==> src/rtl/rff_pkg.sv <==
// constants and register map of the receive frame filter
package rff_pkg;
   localparam int RFF_AW = 8;
   localparam int RFF_WIN_BYTES = 64;
   // register indices on the register port
   localparam logic [7:0] RFF_REG_CTRL = 8'h00;
   localparam logic [7:0] RFF_REG_STA0 = 8'h01;
   localparam logic [7:0] RFF_REG_PCS_LO = 8'h07;
   localparam logic [7:0] RFF_REG_PCS_HI = 8'h08;
   localparam logic [7:0] RFF_REG_POFF_LO = 8'h09;
   localparam logic [7:0] RFF_REG_POFF_HI = 8'h0A;
   localparam logic [7:0] RFF_REG_MASK0 = 8'h10;
   // rx_filter_control fields
   localparam int RFF_B_STATION = 7;
   localparam int RFF_B_COMBINE = 6;
   localparam int RFF_B_CRC = 5;
   localparam int RFF_B_PATTERN = 4;
   localparam int RFF_B_WAKEUP = 3;
   localparam int RFF_B_HASH = 2;
   localparam int RFF_B_GROUP = 1;
   localparam int RFF_B_ALLONES = 0;
   localparam logic [7:0] RFF_CTRL_RST = 8'hA1;
   localparam logic [7:0] RFF_CTRL_TESTS = 8'h9F;
   localparam int RFF_ADDR_BYTES = 6;
endpackage

==> src/rtl/rff_filter.sv <==
// receive frame filter: six frame tests combined by and/or, promiscuous bypass
//
// Behaviour
// (RQ1) six tests: station, pattern checksum, wake-up, hash, group, all-ones address.
// (RQ2) one eight-bit control register holds test enables, combine select, crc check.
// (RQ3) any mix of tests may be enabled; only enabled ones vote.
// (RQ4) control bit six selects and-combine (1) or or-combine (0).
// (RQ5) and-mode keeps a frame only if every enabled test accepts.
// (RQ6) or-mode keeps a frame if at least one enabled test accepts; the code still drops it when the crc check is on and the crc is bad.
// (RQ7) control register all zero keeps every frame, no test applied.
// (RQ8) failing frames are rejected in hardware without host help.
// (RQ9) verdict given at frame end; rejected frames advance nothing downstream.
// (RQ10) station test needs destination equal to the six-byte station address.
// (RQ11) pattern test: ones-complement sum of masked window bytes equals expected; the code compares the inverted sum.
// (RQ12) pattern test fails if the 64-byte window passes the last crc byte.
// (RQ13) unmasked bytes are dropped from the sum, not added as zero.
`timescale 1ns/1ps
module rff_filter #(
   parameter int WIN_BYTES = rff_pkg::RFF_WIN_BYTES
) (
   input wire logic ref_clk_in,
   input wire logic nrst_in,
   input wire logic reg_wr_in,
   input wire logic [rff_pkg::RFF_AW-1:0] reg_addr_in,
   input wire logic [7:0] reg_wdata_in,
   output logic [7:0] reg_rdata_out,
   input wire logic rx_valid_in,
   input wire logic [7:0] rx_data_in,
   input wire logic rx_sof_in,
   input wire logic rx_eof_in,
   input wire logic rx_crc_ok_in,
   input wire logic hash_hit_in,
   input wire logic wakeup_hit_in,
   output logic frame_keep_out,
   output logic frame_drop_out
);
   import rff_pkg::*;

   localparam int MASK_REGS = WIN_BYTES / 8;

   // elaboration-time refusal of window sizes the mask map cannot serve
   if (WIN_BYTES < 8 || WIN_BYTES % 8 != 0 || MASK_REGS > 32) begin
      $error("rff_filter: WIN_BYTES must be a multiple of 8 from 8 to 256");
   end

   typedef struct packed {
      logic [7:0] ctrl;
      logic [47:0] station_address;
      logic [15:0] pattern_checksum_expected;
      logic [15:0] pattern_window_offset;
      logic [WIN_BYTES-1:0] pattern_byte_mask;
      logic [15:0] cnt;
      logic in_frame;
      logic sta_ok;
      logic ones_ok;
      logic group_bit;
      logic hash_ok;
      logic wake_ok;
      logic crc_ok;
      logic [15:0] sum;
      logic [7:0] hi_byte;
      logic half;
      logic judge;
      logic keep;
      logic drop;
      logic [7:0] rdata;
   } rff_state_t;

   rff_state_t state_ff;
   rff_state_t nxt_state;

   // ones-complement 16-bit add with end-around carry
   function automatic logic [15:0] rff_oc_add(input logic [15:0] a, input logic [15:0] b);
      logic [16:0] t;
      t = {1'b0, a} + {1'b0, b};
      return t[15:0] + {15'h0000, t[16]};
   endfunction

   // mask register number for an address, or MASK_REGS when none
   function automatic int rff_mask_idx(input logic [7:0] addr);
      int k;
      k = MASK_REGS;
      if (addr >= RFF_REG_MASK0 && int'(addr - RFF_REG_MASK0) < MASK_REGS) begin
         k = int'(addr - RFF_REG_MASK0);
      end
      return k;
   endfunction

   always_comb begin
      logic [16:0] pos;
      logic [16:0] win_end;
      logic [15:0] fin_sum;
      logic pat_ok;
      logic [7:0] votes;
      logic [7:0] en;
      logic verdict;
      int mi;
      int ri;
      nxt_state = state_ff;
      pos = 17'h00000;
      win_end = 17'h00000;
      fin_sum = 16'h0000;
      pat_ok = 1'b0;
      votes = 8'h00;
      en = 8'h00;
      verdict = 1'b0;
      mi = rff_mask_idx(reg_addr_in);
      ri = 0;
      nxt_state.keep = 1'b0;
      nxt_state.drop = 1'b0;
      nxt_state.judge = 1'b0;

      // register writes
      if (reg_wr_in) begin
         if (reg_addr_in == RFF_REG_CTRL) begin
            nxt_state.ctrl = reg_wdata_in; // [RQ2]
         end else if (reg_addr_in >= RFF_REG_STA0 &&
                      reg_addr_in < RFF_REG_STA0 + 8'(RFF_ADDR_BYTES)) begin
            ri = int'(reg_addr_in - RFF_REG_STA0);
            nxt_state.station_address[ri*8 +: 8] = reg_wdata_in;
         end else if (reg_addr_in == RFF_REG_PCS_LO) begin
            nxt_state.pattern_checksum_expected[7:0] = reg_wdata_in;
         end else if (reg_addr_in == RFF_REG_PCS_HI) begin
            nxt_state.pattern_checksum_expected[15:8] = reg_wdata_in;
         end else if (reg_addr_in == RFF_REG_POFF_LO) begin
            nxt_state.pattern_window_offset[7:0] = reg_wdata_in;
         end else if (reg_addr_in == RFF_REG_POFF_HI) begin
            nxt_state.pattern_window_offset[15:8] = reg_wdata_in;
         end else if (mi < MASK_REGS) begin
            nxt_state.pattern_byte_mask[mi*8 +: 8] = reg_wdata_in;
         end
      end

      // register readback, one cycle after the address; unmapped reads zero
      nxt_state.rdata = 8'h00;
      if (reg_addr_in == RFF_REG_CTRL) begin
         nxt_state.rdata = state_ff.ctrl;
      end else if (reg_addr_in >= RFF_REG_STA0 &&
                   reg_addr_in < RFF_REG_STA0 + 8'(RFF_ADDR_BYTES)) begin
         ri = int'(reg_addr_in - RFF_REG_STA0);
         nxt_state.rdata = state_ff.station_address[ri*8 +: 8];
      end else if (reg_addr_in == RFF_REG_PCS_LO) begin
         nxt_state.rdata = state_ff.pattern_checksum_expected[7:0];
      end else if (reg_addr_in == RFF_REG_PCS_HI) begin
         nxt_state.rdata = state_ff.pattern_checksum_expected[15:8];
      end else if (reg_addr_in == RFF_REG_POFF_LO) begin
         nxt_state.rdata = state_ff.pattern_window_offset[7:0];
      end else if (reg_addr_in == RFF_REG_POFF_HI) begin
         nxt_state.rdata = state_ff.pattern_window_offset[15:8];
      end else if (mi < MASK_REGS) begin
         nxt_state.rdata = state_ff.pattern_byte_mask[mi*8 +: 8];
      end

      // byte stream; a new start of frame restarts all accumulators
      if (rx_valid_in) begin
         if (rx_sof_in) begin
            nxt_state.in_frame = 1'b1;
            nxt_state.cnt = 16'h0000;
            nxt_state.sta_ok = 1'b1;
            nxt_state.ones_ok = 1'b1;
            nxt_state.group_bit = 1'b0;
            nxt_state.sum = 16'h0000;
            nxt_state.half = 1'b0;
         end
         if (rx_sof_in || state_ff.in_frame) begin
            if (rx_sof_in) begin
               pos = 17'h00000;
            end else begin
               pos = {1'b0, state_ff.cnt};
            end
            if (pos < 17'(RFF_ADDR_BYTES)) begin
               if (rx_data_in != state_ff.station_address[pos[2:0]*8 +: 8]) begin
                  nxt_state.sta_ok = 1'b0; // [RQ10]
               end
               if (rx_data_in != 8'hFF) begin
                  nxt_state.ones_ok = 1'b0;
               end
               if (pos == 17'h00000) begin
                  nxt_state.group_bit = rx_data_in[0];
               end
            end
            win_end = {1'b0, state_ff.pattern_window_offset} + 17'(WIN_BYTES);
            if (pos >= {1'b0, state_ff.pattern_window_offset} && pos < win_end) begin
               ri = int'(pos - {1'b0, state_ff.pattern_window_offset});
               // masked-off bytes do not advance the byte pairing
               if (state_ff.pattern_byte_mask[ri]) begin // [RQ13]
                  if (nxt_state.half) begin
                     nxt_state.sum = rff_oc_add(nxt_state.sum,
                                                {nxt_state.hi_byte, rx_data_in}); // [RQ11]
                     nxt_state.half = 1'b0;
                  end else begin
                     nxt_state.hi_byte = rx_data_in;
                     nxt_state.half = 1'b1;
                  end
               end
            end
            nxt_state.cnt = 16'(pos + 17'h00001);
            if (rx_eof_in) begin
               nxt_state.in_frame = 1'b0;
               nxt_state.judge = 1'b1; // [RQ9]
               nxt_state.hash_ok = hash_hit_in;
               nxt_state.wake_ok = wakeup_hit_in;
               nxt_state.crc_ok = rx_crc_ok_in;
            end
         end
      end

      // verdict, the cycle after the last byte
      if (state_ff.judge) begin
         fin_sum = state_ff.sum;
         if (state_ff.half) begin
            fin_sum = rff_oc_add(fin_sum, {state_ff.hi_byte, 8'h00});
         end
         win_end = {1'b0, state_ff.pattern_window_offset} + 17'(WIN_BYTES);
         // a window past the last crc byte fails whatever the mask
         pat_ok = (win_end <= {1'b0, state_ff.cnt}) &&
                  (~fin_sum == state_ff.pattern_checksum_expected); // [RQ11] [RQ12]
         votes[RFF_B_STATION] = state_ff.sta_ok && state_ff.cnt >= 16'(RFF_ADDR_BYTES);
         votes[RFF_B_PATTERN] = pat_ok;
         votes[RFF_B_WAKEUP] = state_ff.wake_ok;
         votes[RFF_B_HASH] = state_ff.hash_ok;
         votes[RFF_B_GROUP] = state_ff.group_bit;
         votes[RFF_B_ALLONES] = state_ff.ones_ok && state_ff.cnt >= 16'(RFF_ADDR_BYTES); // [RQ1]
         en = state_ff.ctrl & RFF_CTRL_TESTS; // [RQ3]
         if (state_ff.ctrl == 8'h00) begin
            verdict = 1'b1; // [RQ7]
         end else if (en == 8'h00) begin
            verdict = 1'b1;
         end else if (state_ff.ctrl[RFF_B_COMBINE]) begin // [RQ4]
            verdict = ((votes & en) == en); // [RQ5]
         end else begin
            verdict = ((votes & en) != 8'h00); // [RQ6]
         end
         if (state_ff.ctrl[RFF_B_CRC] && !state_ff.crc_ok) begin
            verdict = 1'b0;
         end
         nxt_state.keep = verdict;
         nxt_state.drop = !verdict; // [RQ8]
      end
   end

   always_ff @(posedge ref_clk_in or negedge nrst_in) begin
      if (!nrst_in) begin
         state_ff <= '0;
         state_ff.ctrl <= RFF_CTRL_RST;
      end else begin
         state_ff <= nxt_state;
      end
   end

   assign reg_rdata_out = state_ff.rdata;
   assign frame_keep_out = state_ff.keep;
   assign frame_drop_out = state_ff.drop;
endmodule

==> config.mk <==
export PLATFORM = sky130hd
export DESIGN_NAME = rff_filter
export DESIGN_NICKNAME = d
export VERILOG_FILES = /design/src/rtl/rff_pkg.sv /design/src/rtl/rff_filter.sv
export SDC_FILE = /design/constraint.sdc
export NUM_CORES = 1
export LEC_CHECK = 0
export BUFFER_PORTS_ARGS = -buffer_cell sky130_fd_sc_hd__clkbuf_2
export CAP_MARGIN = 20
export CORE_MARGIN = 5
export CORE_UTILIZATION = 55
export CTS_CLUSTER_SIZE = 25
export DETAILED_ROUTE_END_ITERATION = 10
export GPL_TIMING_DRIVEN = 1
export PLACE_DENSITY = 0.72
export REMOVE_ABC_BUFFERS = 1
export SLEW_MARGIN = 15
export SYNTH_ARGS = -nofsm -noshare
export SYNTH_HDL_FRONTEND = slang
export SYNTH_SLANG_ARGS = --single-unit
==> constraint.sdc <==
create_clock -name ref_clk_in -period 6.4 [get_ports ref_clk_in]
set_input_delay 0.96 -clock ref_clk_in [delete_from_list [all_inputs] [get_ports ref_clk_in]]
set_output_delay 0.96 -clock ref_clk_in [all_outputs]
set_load 0.005 [all_outputs]
# Yosys cells after proc, flatten, opt, wreduce, memory -nomap -nowiden
# Cells that the tools add are included.
# Widths: inputs -> output; s select.
dict set report totals {
  input_bits 33
  register_bits 211
  out_inout_bits 10
  elab_cells 137
}
dict set report classes {
  shifts 7
  magnitude_cmp 11
  addsub 11
  bitwise_logic 9
  eq_ne 8
  muxes 43
  n_reduce_logical 26
}
# cell count
set op_table {}
lappend op_table {{$mux 16} 6}
lappend op_table {{$bwmux 64} 1}
lappend op_table {{$lt 32x5->1 const B} 2}
lappend op_table {{$mux 8} 8}
lappend op_table {{$shift 8x33->64 const A} 1}
lappend op_table {{$shiftx 64x32->8} 1}
lappend op_table {{$shiftx 8x33->64} 1}
lappend op_table {{$mux 25} 2}
lappend op_table {{$mux 49} 1}
lappend op_table {{$bwmux 48} 1}
lappend op_table {{$shift 8x33->48 const A} 1}
lappend op_table {{$shiftx 48x12->8} 1}
lappend op_table {{$shiftx 48x7->8} 1}
lappend op_table {{$shiftx 8x33->48} 1}
lappend op_table {{$add 16x16->17} 2}
lappend op_table {{$mux 17} 2}
lappend op_table {{$neg 12->33} 1}
lappend op_table {{$neg 32->33} 1}
lappend op_table {{$add 16x1->16} 2}
lappend op_table {{$mux 32} 1}
lappend op_table {{$eq 8x4->1 const B} 3}
lappend op_table {{$logic_not 8->1} 3}
lappend op_table {{$mux 20} 1}
lappend op_table {{$lt 18x8->1 const B} 1}
lappend op_table {{38 further kinds} 70}

# Longest topological paths before layout
# Gate-level depths: netlist (run 1).
dict set report logic_depth {
  ltp_word 16
  depth_mapped 24
  ltp_nobuf 19
}

# Worst setup path after synthesis (run 1)
# OpenSTA, ideal clock, no wires.
dict set report synth_timing {
  path_type {input port to flip-flop}
  start {in rx_sof_in}
  end {reg state_ff[26] (netlist name)}
  path_slack_ns 1.084
  setup_ns 0.151
  t_arrival_ns 5.165
  n_path_buf 6
  required_ns 6.249
  stages 24
  cell_sequence {clkbuf_1 -> clkbuf_1 -> clkbuf_1 -> clkbuf_1 -> clkbuf_1 -> nor2_1 -> ha_1 -> nand3_1 -> and2_1 -> a211oi_1 -> o41ai_2 -> nor2b_1 -> o21ai_0 -> a21boi_0 -> o21ai_0 -> nand2b_1 -> ha_1 -> ha_1 -> and2_1 -> clkbuf_1 -> and3_1 -> xor2_1 -> nand3_1 -> o311ai_0}
}
dict set report synth_via {
  elab_chain_cells 10
  word_cells_on_any_way 21
  cone_classes {add/sub (3); order compare (2); mux (14); reduce/logical (2)}
}
# element line_no
set synth_lines {}
lappend synth_lines {{from (decl)} rff_filter.sv:29} ;# input wire logic rx_sof_in,
lappend synth_lines {{$mux 16} rff_filter.sv:166} ;# if (rx_sof_in) begin
lappend synth_lines {{$mux 17} rff_filter.sv:165} ;# if (rx_sof_in || state_ff.in_frame) begin
lappend synth_lines {{$mux 17} rff_filter.sv:155} ;# if (rx_valid_in) begin
lappend synth_lines {{$sub 17x16->18} rff_filter.sv:184} ;# ri = int'(pos - {1'b0, state_ff.pattern_window_offset});
lappend synth_lines {{$bmux 1 s6} rff_filter.sv:186} ;# if (state_ff.pattern_byte_mask[ri]) begin
lappend synth_lines {{$mux 1 (not written as such) (2 in series)} rff_filter.sv:186}
lappend synth_lines {{$mux 25} rff_filter.sv:186}
lappend synth_lines {{$mux 25} rff_filter.sv:183} ;# if (pos >= {1'b0, state_ff.pattern_window_offset} && pos < win_end) begin
lappend synth_lines {{$mux 49 (*)} rff_filter.sv:165}
lappend synth_lines {{to (signal assigned)} rff_filter.sv:247} ;# state_ff <= nxt_state;
lappend synth_lines {{to (decl)} rff_filter.sv:69} ;# rff_state_t state_ff;
# Every way passes the cells marked *; elsewhere a longest branch is shown, timed or not. The select of a mux whose other input is x is not followed.
# A chain may end at the register's enable or synchronous reset.

# Worst setup path in the final report (run 1)
dict set report layout_timing {
  start {in reg_addr_in[4] (netlist name)}
  end {reg state_ff[117] (netlist name)}
}
dict set report layout_via {
  elab_chain_cells 7
  word_cells_on_any_way 25
  cone_classes {add/sub (2); order compare (5); eq/ne (4); shift (2); mux (2); bitwise (6); reduce/logical (4)}
}
# element line_no
set layout_lines {}
lappend layout_lines {{from (decl)} rff_filter.sv:24} ;# input wire logic [rff_pkg::RFF_AW-1:0] reg_addr_in,
lappend layout_lines {{$sub 8x5->9} {rff_filter.sv:83, rff_filter.sv:84}}
lappend layout_lines {{$lt 32x5->1} rff_filter.sv:83} ;# if (addr >= RFF_REG_MASK0 && int'(addr - RFF_REG_MASK0) < MASK_REGS) begin
lappend layout_lines {{$logic_and 1x1->1} rff_filter.sv:83}
lappend layout_lines {{$mux 32} rff_filter.sv:83}
lappend layout_lines {{$neg 32->33} rff_filter.sv:130} ;# nxt_state.pattern_byte_mask[mi*8 +: 8] = reg_wdata_in;
lappend layout_lines {{$shiftx 8x33->64 or $shift 8x33->64 (tied branches)} rff_filter.sv:130}
lappend layout_lines {{$bwmux 64} rff_filter.sv:130}
# Several ways; a longest one is shown, not always the timed one.

==> impl_results.md, run 1 <==
- GRT Util Overall: ~28%
- Outcome: finished, final reports clean
- Drt pass-1 iters: 5
- Setup TNS: 0 ps
- Maxcap violations: 0
- CTS tree: yes
- Post-layout min period: approximately 5400 ps
- Slew @ Worst Pin: roughly 1100 ps
- Die area: around 0.033 mm²
- Crit path top cell by count: ha_1
- Clock-pin slew on the worst setup and hold paths: 60 ps
- Avg WL per Cell: 21.3 µm
- Worst slew margin: 26.8%
- Clk sinks: 211
- Area delta synth->final: 7.35%
- Worst IR drop on VDD: 0.188 mV
- Post-synth top flop: dfrtp_1
- H-tree Lvls: 1
- Num CTS Buffers: 24
- Skew-Pair Late Insertion Delay: between 500 and 600 ps
- Final period utilization: 84.6%
- CP max-delay cell: or4_1
- Req. time, crit path: 6810 ps
- First-pass GRT wire length: 74000 µm
- # setup viols final: 0
- Syn. warnings: 0
- Largest net degree at the start of global routing: 107
- Number of setup buffers added after CTS: 0
- Cts hold-fix bufs: 0
- Crit Path Class: primary input to register
- Post-Synth Adder-Cell Area: 7.80%
- Initial antenna violation count: 0
- Post-synthesis compound-gate area fraction: 14.8%
- Final routed DRC violation total: 0
- Post-route cell area: 0.0172 mm²
- # fillers: 2539
- Fmax: between 150 and 200 MHz
- Crit path largest cell delay: 520 ps
- Area fraction in and, or, nand and nor cells after synthesis: 20.1%
- Fin util: roughly three fifths
- Ys async rst share: 100%
- Worst path cell trace: clkbuf_2 -> ha_1 -> a21boi_0 -> nor2_1 -> o31ai_4 -> and2_1 -> inv_2 -> ha_1 -> nand2b_1 -> nand2b_1 -> ha_1 -> or4_1 -> nor4_1 -> nor3b_2 -> nand2_1 -> nor2_4 -> mux2_2
- Worst Skew: 10.9 ps
- Antenna Cells: 0
- GRT overflow: 0
- Placed insts: 2102
- Seq/Total Area, Yosys: 33.0%
- Final wirelength: 45800 µm
- Critical Path Fanout Max: 15
- RSZ-0062 raised after global routing: no
- Main combinational cell family by area after synthesis: simple AND/OR/NAND/NOR gates
- Synth Area in XOR/XNOR: 4.59%
- EDFF count, synth: 0
- Type of origin of the critical path: primary input
- CTS Buffer Depth: 3
- Pleak: 0.00772 µW
- Row count: a little over 60
- Share of post-route cells with drive strength above 1: roughly 14%
- Starting Density: 55.8%
- Endpoints failing hold: 0
- Via/cell ratio: about 6.3
- Mux share of post-synthesis cell area: around 14%
- Synth unique cells: 102
- GPL Wtd Cong: 0.944
- Hold crit path type: register to register
- PostCTS Resize Cnt: 0
- Core area: about 0.029 mm²
- Clk Tree Root Cell: clkbuf_16
- Post-synthesis instance area: approximately 0.016 mm²
- CP delay by family, top: simple AND/OR/NAND/NOR gates
- Fin cells: 2146
- Crit path DAT: 5820 ps
- Vias in the first global route: 13300
- DR iter-0 viols: 1378
- Die X: ~180 µm
- Yosys reg bits: 211
- Synth Instances: 1756
- PortBufs: 42
- DRT antenna net count: 0
- Mapped Avg Cell Area: 9.12 µm²
- Die height: 181 µm
- Final HPWL DP: 34000 µm
- Pwr Density: 215 mW/mm²
- Nets: 1875
- Max Slew Vio Count: 0
- Post-DP Area: 0.0164 mm²
- Via count: 13600
- Ports: 43
- WP buf/inv: 2
- Setup crit end kind: register
-- worst reg2reg max path, stage by stage (launching register included) --
cell and delay [ps]:
dfrtp_1 440, ha_1 280, fa_1 410, a21oi_1 300, o211a_1 250, o21bai_1 90, a21o_1 200, ha_1 220
ha_1 290, nand2_1 170, xor2_1 80, o21ai_0 160, a21oi_1 80, a2111oi_0 380, nand4_1 160, nor4_1 230
nand3_1 130, o41ai_1 500, and2_1 200
-- final timing paths --
kind | to | slack (ps) | cells after the start | from
max | state_ff[117]$_DFFE_PN0P_ | 980 | 17 | reg_addr_in[4]
min | frame_keep_out$_DFF_PN0_ | 490 | 1 | state_ff[10]$_DFF_PN0_
max reg2reg | frame_keep_out$_DFF_PN0_ | 1770 | 18 | state_ff[12]$_DFFE_PN0P_
min reg2reg | frame_keep_out$_DFF_PN0_ | 490 | 1 | state_ff[10]$_DFF_PN0_
max in group asynchronous | state_ff[25]$_DFFE_PN0P_ | 4360 | 2 | nrst_in
min in group asynchronous | state_ff[107]$_DFFE_PN0P_ | 510 | 1 | nrst_in
-- synthesized netlist by cell type, drive strengths merged (15+ instances only) --
master	instances	share of area, %
nor4	25	1.2
and2	25	0.99
and3	19	0.74
nor2b	15	0.59
nand3	89	2.9
nor3	34	1.3
xor2	28	1.5
nand2	218	5.1
nand2b	15	0.59
a21oi	71	2.3
nor2	98	2.4
dfrtp	208	32
inv	102	2.4
mux2i	51	3.2
nand4	25	1.1
ha	95	7.4
xnor2	56	3.1
o21ai	142	4.4
mux4	28	4.3
clkbuf	53	1.2
mux2	93	6.7
buf	43	1.8
-- through the flow --
stage / total power (µW) / setup slack (ps) / hold WS, ps
after floorplan: 1960 / 1110 / 454
after global placement: 2220 / 691 / 459
after detailed placement: 2240 / 579 / 472
after CTS: 3700 / 1100 / 486
after global routing: 3860 / 780 / 502
final: 3690 / 983 / 486
-- area by class of cell --
| class | instances | area, µm² | share of cell area, % |
|---|---|---|---|
| clock buffers | 33 | 696 | 4.05 |
| multi-input cells | 1344 | 9860 | 57.3 |
| clock inverters | 11 | 144 | 0.837 |
| well taps | 384 | 480 | 2.79 |
| inverters | 105 | 394 | 2.29 |
| flip-flops and latches | 211 | 5280 | 30.7 |
| repair buffers | 58 | 339 | 1.97 |
-- flip-flops by register name (all words and copies together) (netlist names) --
| signal | flops |
|---|---|
| frame_keep_out | 1 |
| frame_drop_out | 1 |
| state_ff | 201 |
| reg_rdata_out | 8 |
-- layout by cell type, fill, tap and decap left out, types with 7 or more instances in the layout --
| cell type | synthesis | layout |
|---|---|---|
| a211oi_1 | 7 | 7 |
| xor2_1 | 28 | 28 |
| a21oi_1 | 70 | 70 |
| a22oi_1 | 10 | 10 |
| o221ai_1 | 8 | 8 |
| nor3_1 | 28 | 28 |
| and2_1 | 24 | 24 |
| o22ai_1 | 10 | 10 |
| and3_1 | 19 | 19 |
| mux4_2 | 12 | 12 |
| nand2_1 | 218 | 218 |
| nand2b_1 | 15 | 15 |
| ha_1 | 95 | 95 |
| dfrtp_1 | 208 | 208 |
| a221o_1 | 7 | 7 |
| nand3_1 | 84 | 84 |
| mux2_2 | 85 | 85 |
| nor2b_1 | 15 | 15 |
| mux2i_1 | 51 | 51 |
| o311ai_0 | 11 | 11 |
| clkbuf_16 | 0 | 25 |
| mux4_1 | 16 | 16 |
| o21ai_0 | 134 | 134 |
| a21o_1 | 13 | 13 |
| mux2_4 | 7 | 7 |
| buf_4 | 12 | 16 |
| o21ai_1 | 8 | 8 |
| clkbuf_2 | 1 | 41 |
| a31oi_1 | 12 | 12 |
| nand3b_1 | 7 | 7 |
| nor2_1 | 94 | 94 |
| inv_1 | 101 | 101 |
| a221oi_1 | 9 | 9 |
| xnor2_1 | 56 | 56 |
| nor4_1 | 20 | 20 |
| nand4_1 | 24 | 24 |
| o211ai_1 | 7 | 7 |
-- where the power goes --
part	switching, µW	total [µW]	internal (µW)
logic	481	774	293
registers	74.8	1460	1380
clock network	574	1460	885
total	1130	3690	2560
-- routing by layer --
layer  vias up  global-route usage (%)  wire [µm]
met1      6642                    37.7      19700
met5         -                       0          0
met4         0                    11.3       2200
met2       489                    45.2      21200
met3       140                    3.49       2730
li1       6349                       -          -
-- cell families after synthesis --
logic type	count (synthesis)
buffers and inverters	201
multiplexers	172
flip-flops	211
adder cells (fa/ha/maj)	98
XOR/XNOR	84
AND/OR/NAND/NOR	621
AO/OA/AOI/OAI	369
No activity file was read; power rests on OpenSTA's default activity.
==> inputs of run 2 (changes only) <==
Settings changed: PLACE_DENSITY 0.72 to 0.74.
Clock period 6.4 ns to 4.77 ns, I/O delays scaled along.
==> run 2 against run 1 <==
Cell area up 1.4%. Flip-flop and latch count did not move. Critical path depth rose by 2. Largest power group is now the clock network.
==> impl_results.md, run 2 (synthesis gave the netlist of run 1 again) <==
- Outcome: finished, final reports clean
- CTS tree: yes
- CTS Buffer Depth: 3
- Nets: 1903
- GPL Wtd Cong: 0.935
- Core area: 0.0287 mm²
- # setup viols final: 0
- Type of origin of the critical path: register
- PortBufs: 42
- DRT antenna net count: 0
- DR iter-0 viols: 1513
- Setup crit end kind: register
- Pwr Density: 286 mW/mm²
- Largest net degree at the start of global routing: 104
- Starting Density: 55.8%
- Endpoints failing hold: 0
- Worst Skew: 21.4 ps
- Drt pass-1 iters: 8
- Post-layout min period: around 4400 ps
- Clk sinks: 211
- Fmax: between 200 and 250 MHz
- Via/cell ratio: 6.39
- Die area: approximately 0.033 mm²
- Antenna Cells: 0
- Clock-pin slew on the worst setup and hold paths: ~70 ps
- WHS: 267 ps
- Share of post-route cells with drive strength above 1: 15.6%
- GRT overflow: 0
- Number of setup buffers added after CTS: 0
- Skew-Pair Late Insertion Delay: 530 ps
- Hold crit path type: primary input to async pin
- Vias in the first global route: ~13000
- Max Slew Vio Count: 0
- Maxcap violations: 0
- Avg WL per Cell: 21.4 µm
- Final wirelength: 46600 µm
- Num CTS Buffers: 24
- Final period utilization: a little over 90%
- Most common cell after layout, fill and taps aside: nand2_1
- Worst slew margin: 31.9%
- Die height: approximately 180 µm
- Final routed DRC violation total: 0
- First-pass GRT wire length: between 70000 and 80000 µm
- Ports: 43
- GRT Util Overall: 27.9%
- Crit path DAT: 4920 ps
- Critical Path Fanout Max: 7
- Crit Path Class: register to register
- H-tree Lvls: 1
- Final HPWL DP: around 35000 µm
- Total power: approximately 5000 µW
- Via count: 13900
- Area delta synth->final: 8.87%
- Reg with most FFs: state_ff
- Clk Tree Root Cell: clkbuf_16
- RSZ-0062 raised after global routing: no
- Initial antenna violation count: 0
- # fillers: 2471
- Row count: 62
- Slew @ Worst Pin: 1020 ps
- Max reg flops: ~200
- Pleak: 0.00787 µW
- Die X: 181 µm
- Worst IR drop on VDD: 0.264 mV
- Req. time, crit path: 5240 ps
- Most frequent cells in the layout: nand2_1 (218), dfrtp_1 (208), o21ai_0 (134), inv_1 (101), ha_1 (95)
-- run 2: cell count changes in the layout (fill, tap and decap cells not counted) --
cell	before	now
buf_12	0	2
clkinvlp_4	1	2
clkinv_2	4	3
o41ai_2	1	2
clkinv_4	0	1
inv_6	3	2
buf_4	16	41
buf_2	0	1
o41ai_1	1	0
-- run 2: worst paths after layout --
check                                               from                        to  slack [ps]  cells after the start
worst max-delay path            state_ff[12]$_DFFE_PN0P_  frame_keep_out$_DFF_PN0_         320                     19
worst min-delay path                             nrst_in  state_ff[75]$_DFFE_PN0P_         270                      1
worst max register to register  state_ff[12]$_DFFE_PN0P_  frame_keep_out$_DFF_PN0_         320                     19
worst min register to register    state_ff[10]$_DFF_PN0_  frame_keep_out$_DFF_PN0_         500                      1
max in group asynchronous                        nrst_in  state_ff[57]$_DFFE_PN0P_        3500                      2
min in group ref_clk_in                        rx_eof_in  state_ff[42]$_DFFE_PN0P_         410                      2
-- run 2: timing repair --
item / 4_1_cts / 5_1_grt
resized for setup: 0 / 1
endpoints found under the setup margin: 0 / 2
hold buffers: 0 / 0
-- run 2: layout make-up --
| class | instances | area [µm²] | area share (%) |
|---|---|---|---|
| timing repair buffer | 86 | 572 | 3.28 |
| multi-input combinational | 1344 | 9860 | 56.6 |
| tap | 384 | 480 | 2.76 |
| sequential | 211 | 5280 | 30.3 |
| inverter | 105 | 394 | 2.26 |
| clock inverter | 11 | 146 | 0.840 |
| clock buffer | 33 | 696 | 3.99 |
-- run 2: worst max-delay path, stage by stage (launching register included) --
cell and delay [ps]:
dfrtp_1 430, ha_1 260, fa_1 410, a21oi_1 280, o211a_1 240, o21bai_1 80
a21o_1 200, ha_1 230, ha_1 290, nand2_1 150, xor2_1 80, o21ai_0 190
a21oi_1 90, a2111oi_0 310, nand4_1 190, nor4_1 210, nand3_1 130, o41ai_2 320
buf_4 180, and2_1 110
-- run 2: where the power goes --
part           total [µW]  internal (µW)  leakage, µW  switching, µW
logic                1080            412      0.00477            666
clock network        1970           1190     0.000409            784
registers            1950           1860      0.00269           90.5
-- run 2: per-layer routing --
metal  global-route usage [%]  share of wire (%)
met1                     38.8                 43
met2                     46.0                 47
met3                     3.07                7.1
met4                     8.89                3.3
met5                        0                  0
-- run 2: stage by stage --
step                TNS [ps]  util, %  cell area (µm²)  worst slack (ps)  std cells
floorplan              -4710        -            15500              -278       1660
global placement           0     57.8            16600              44.5       2129
detailed placement      -879     57.8            16600             -62.1       2129
CTS                        0     60.7            17400               174       2173
global route               0     60.7            17400              99.0       2174
finish                     0     60.7            17400               323       2174
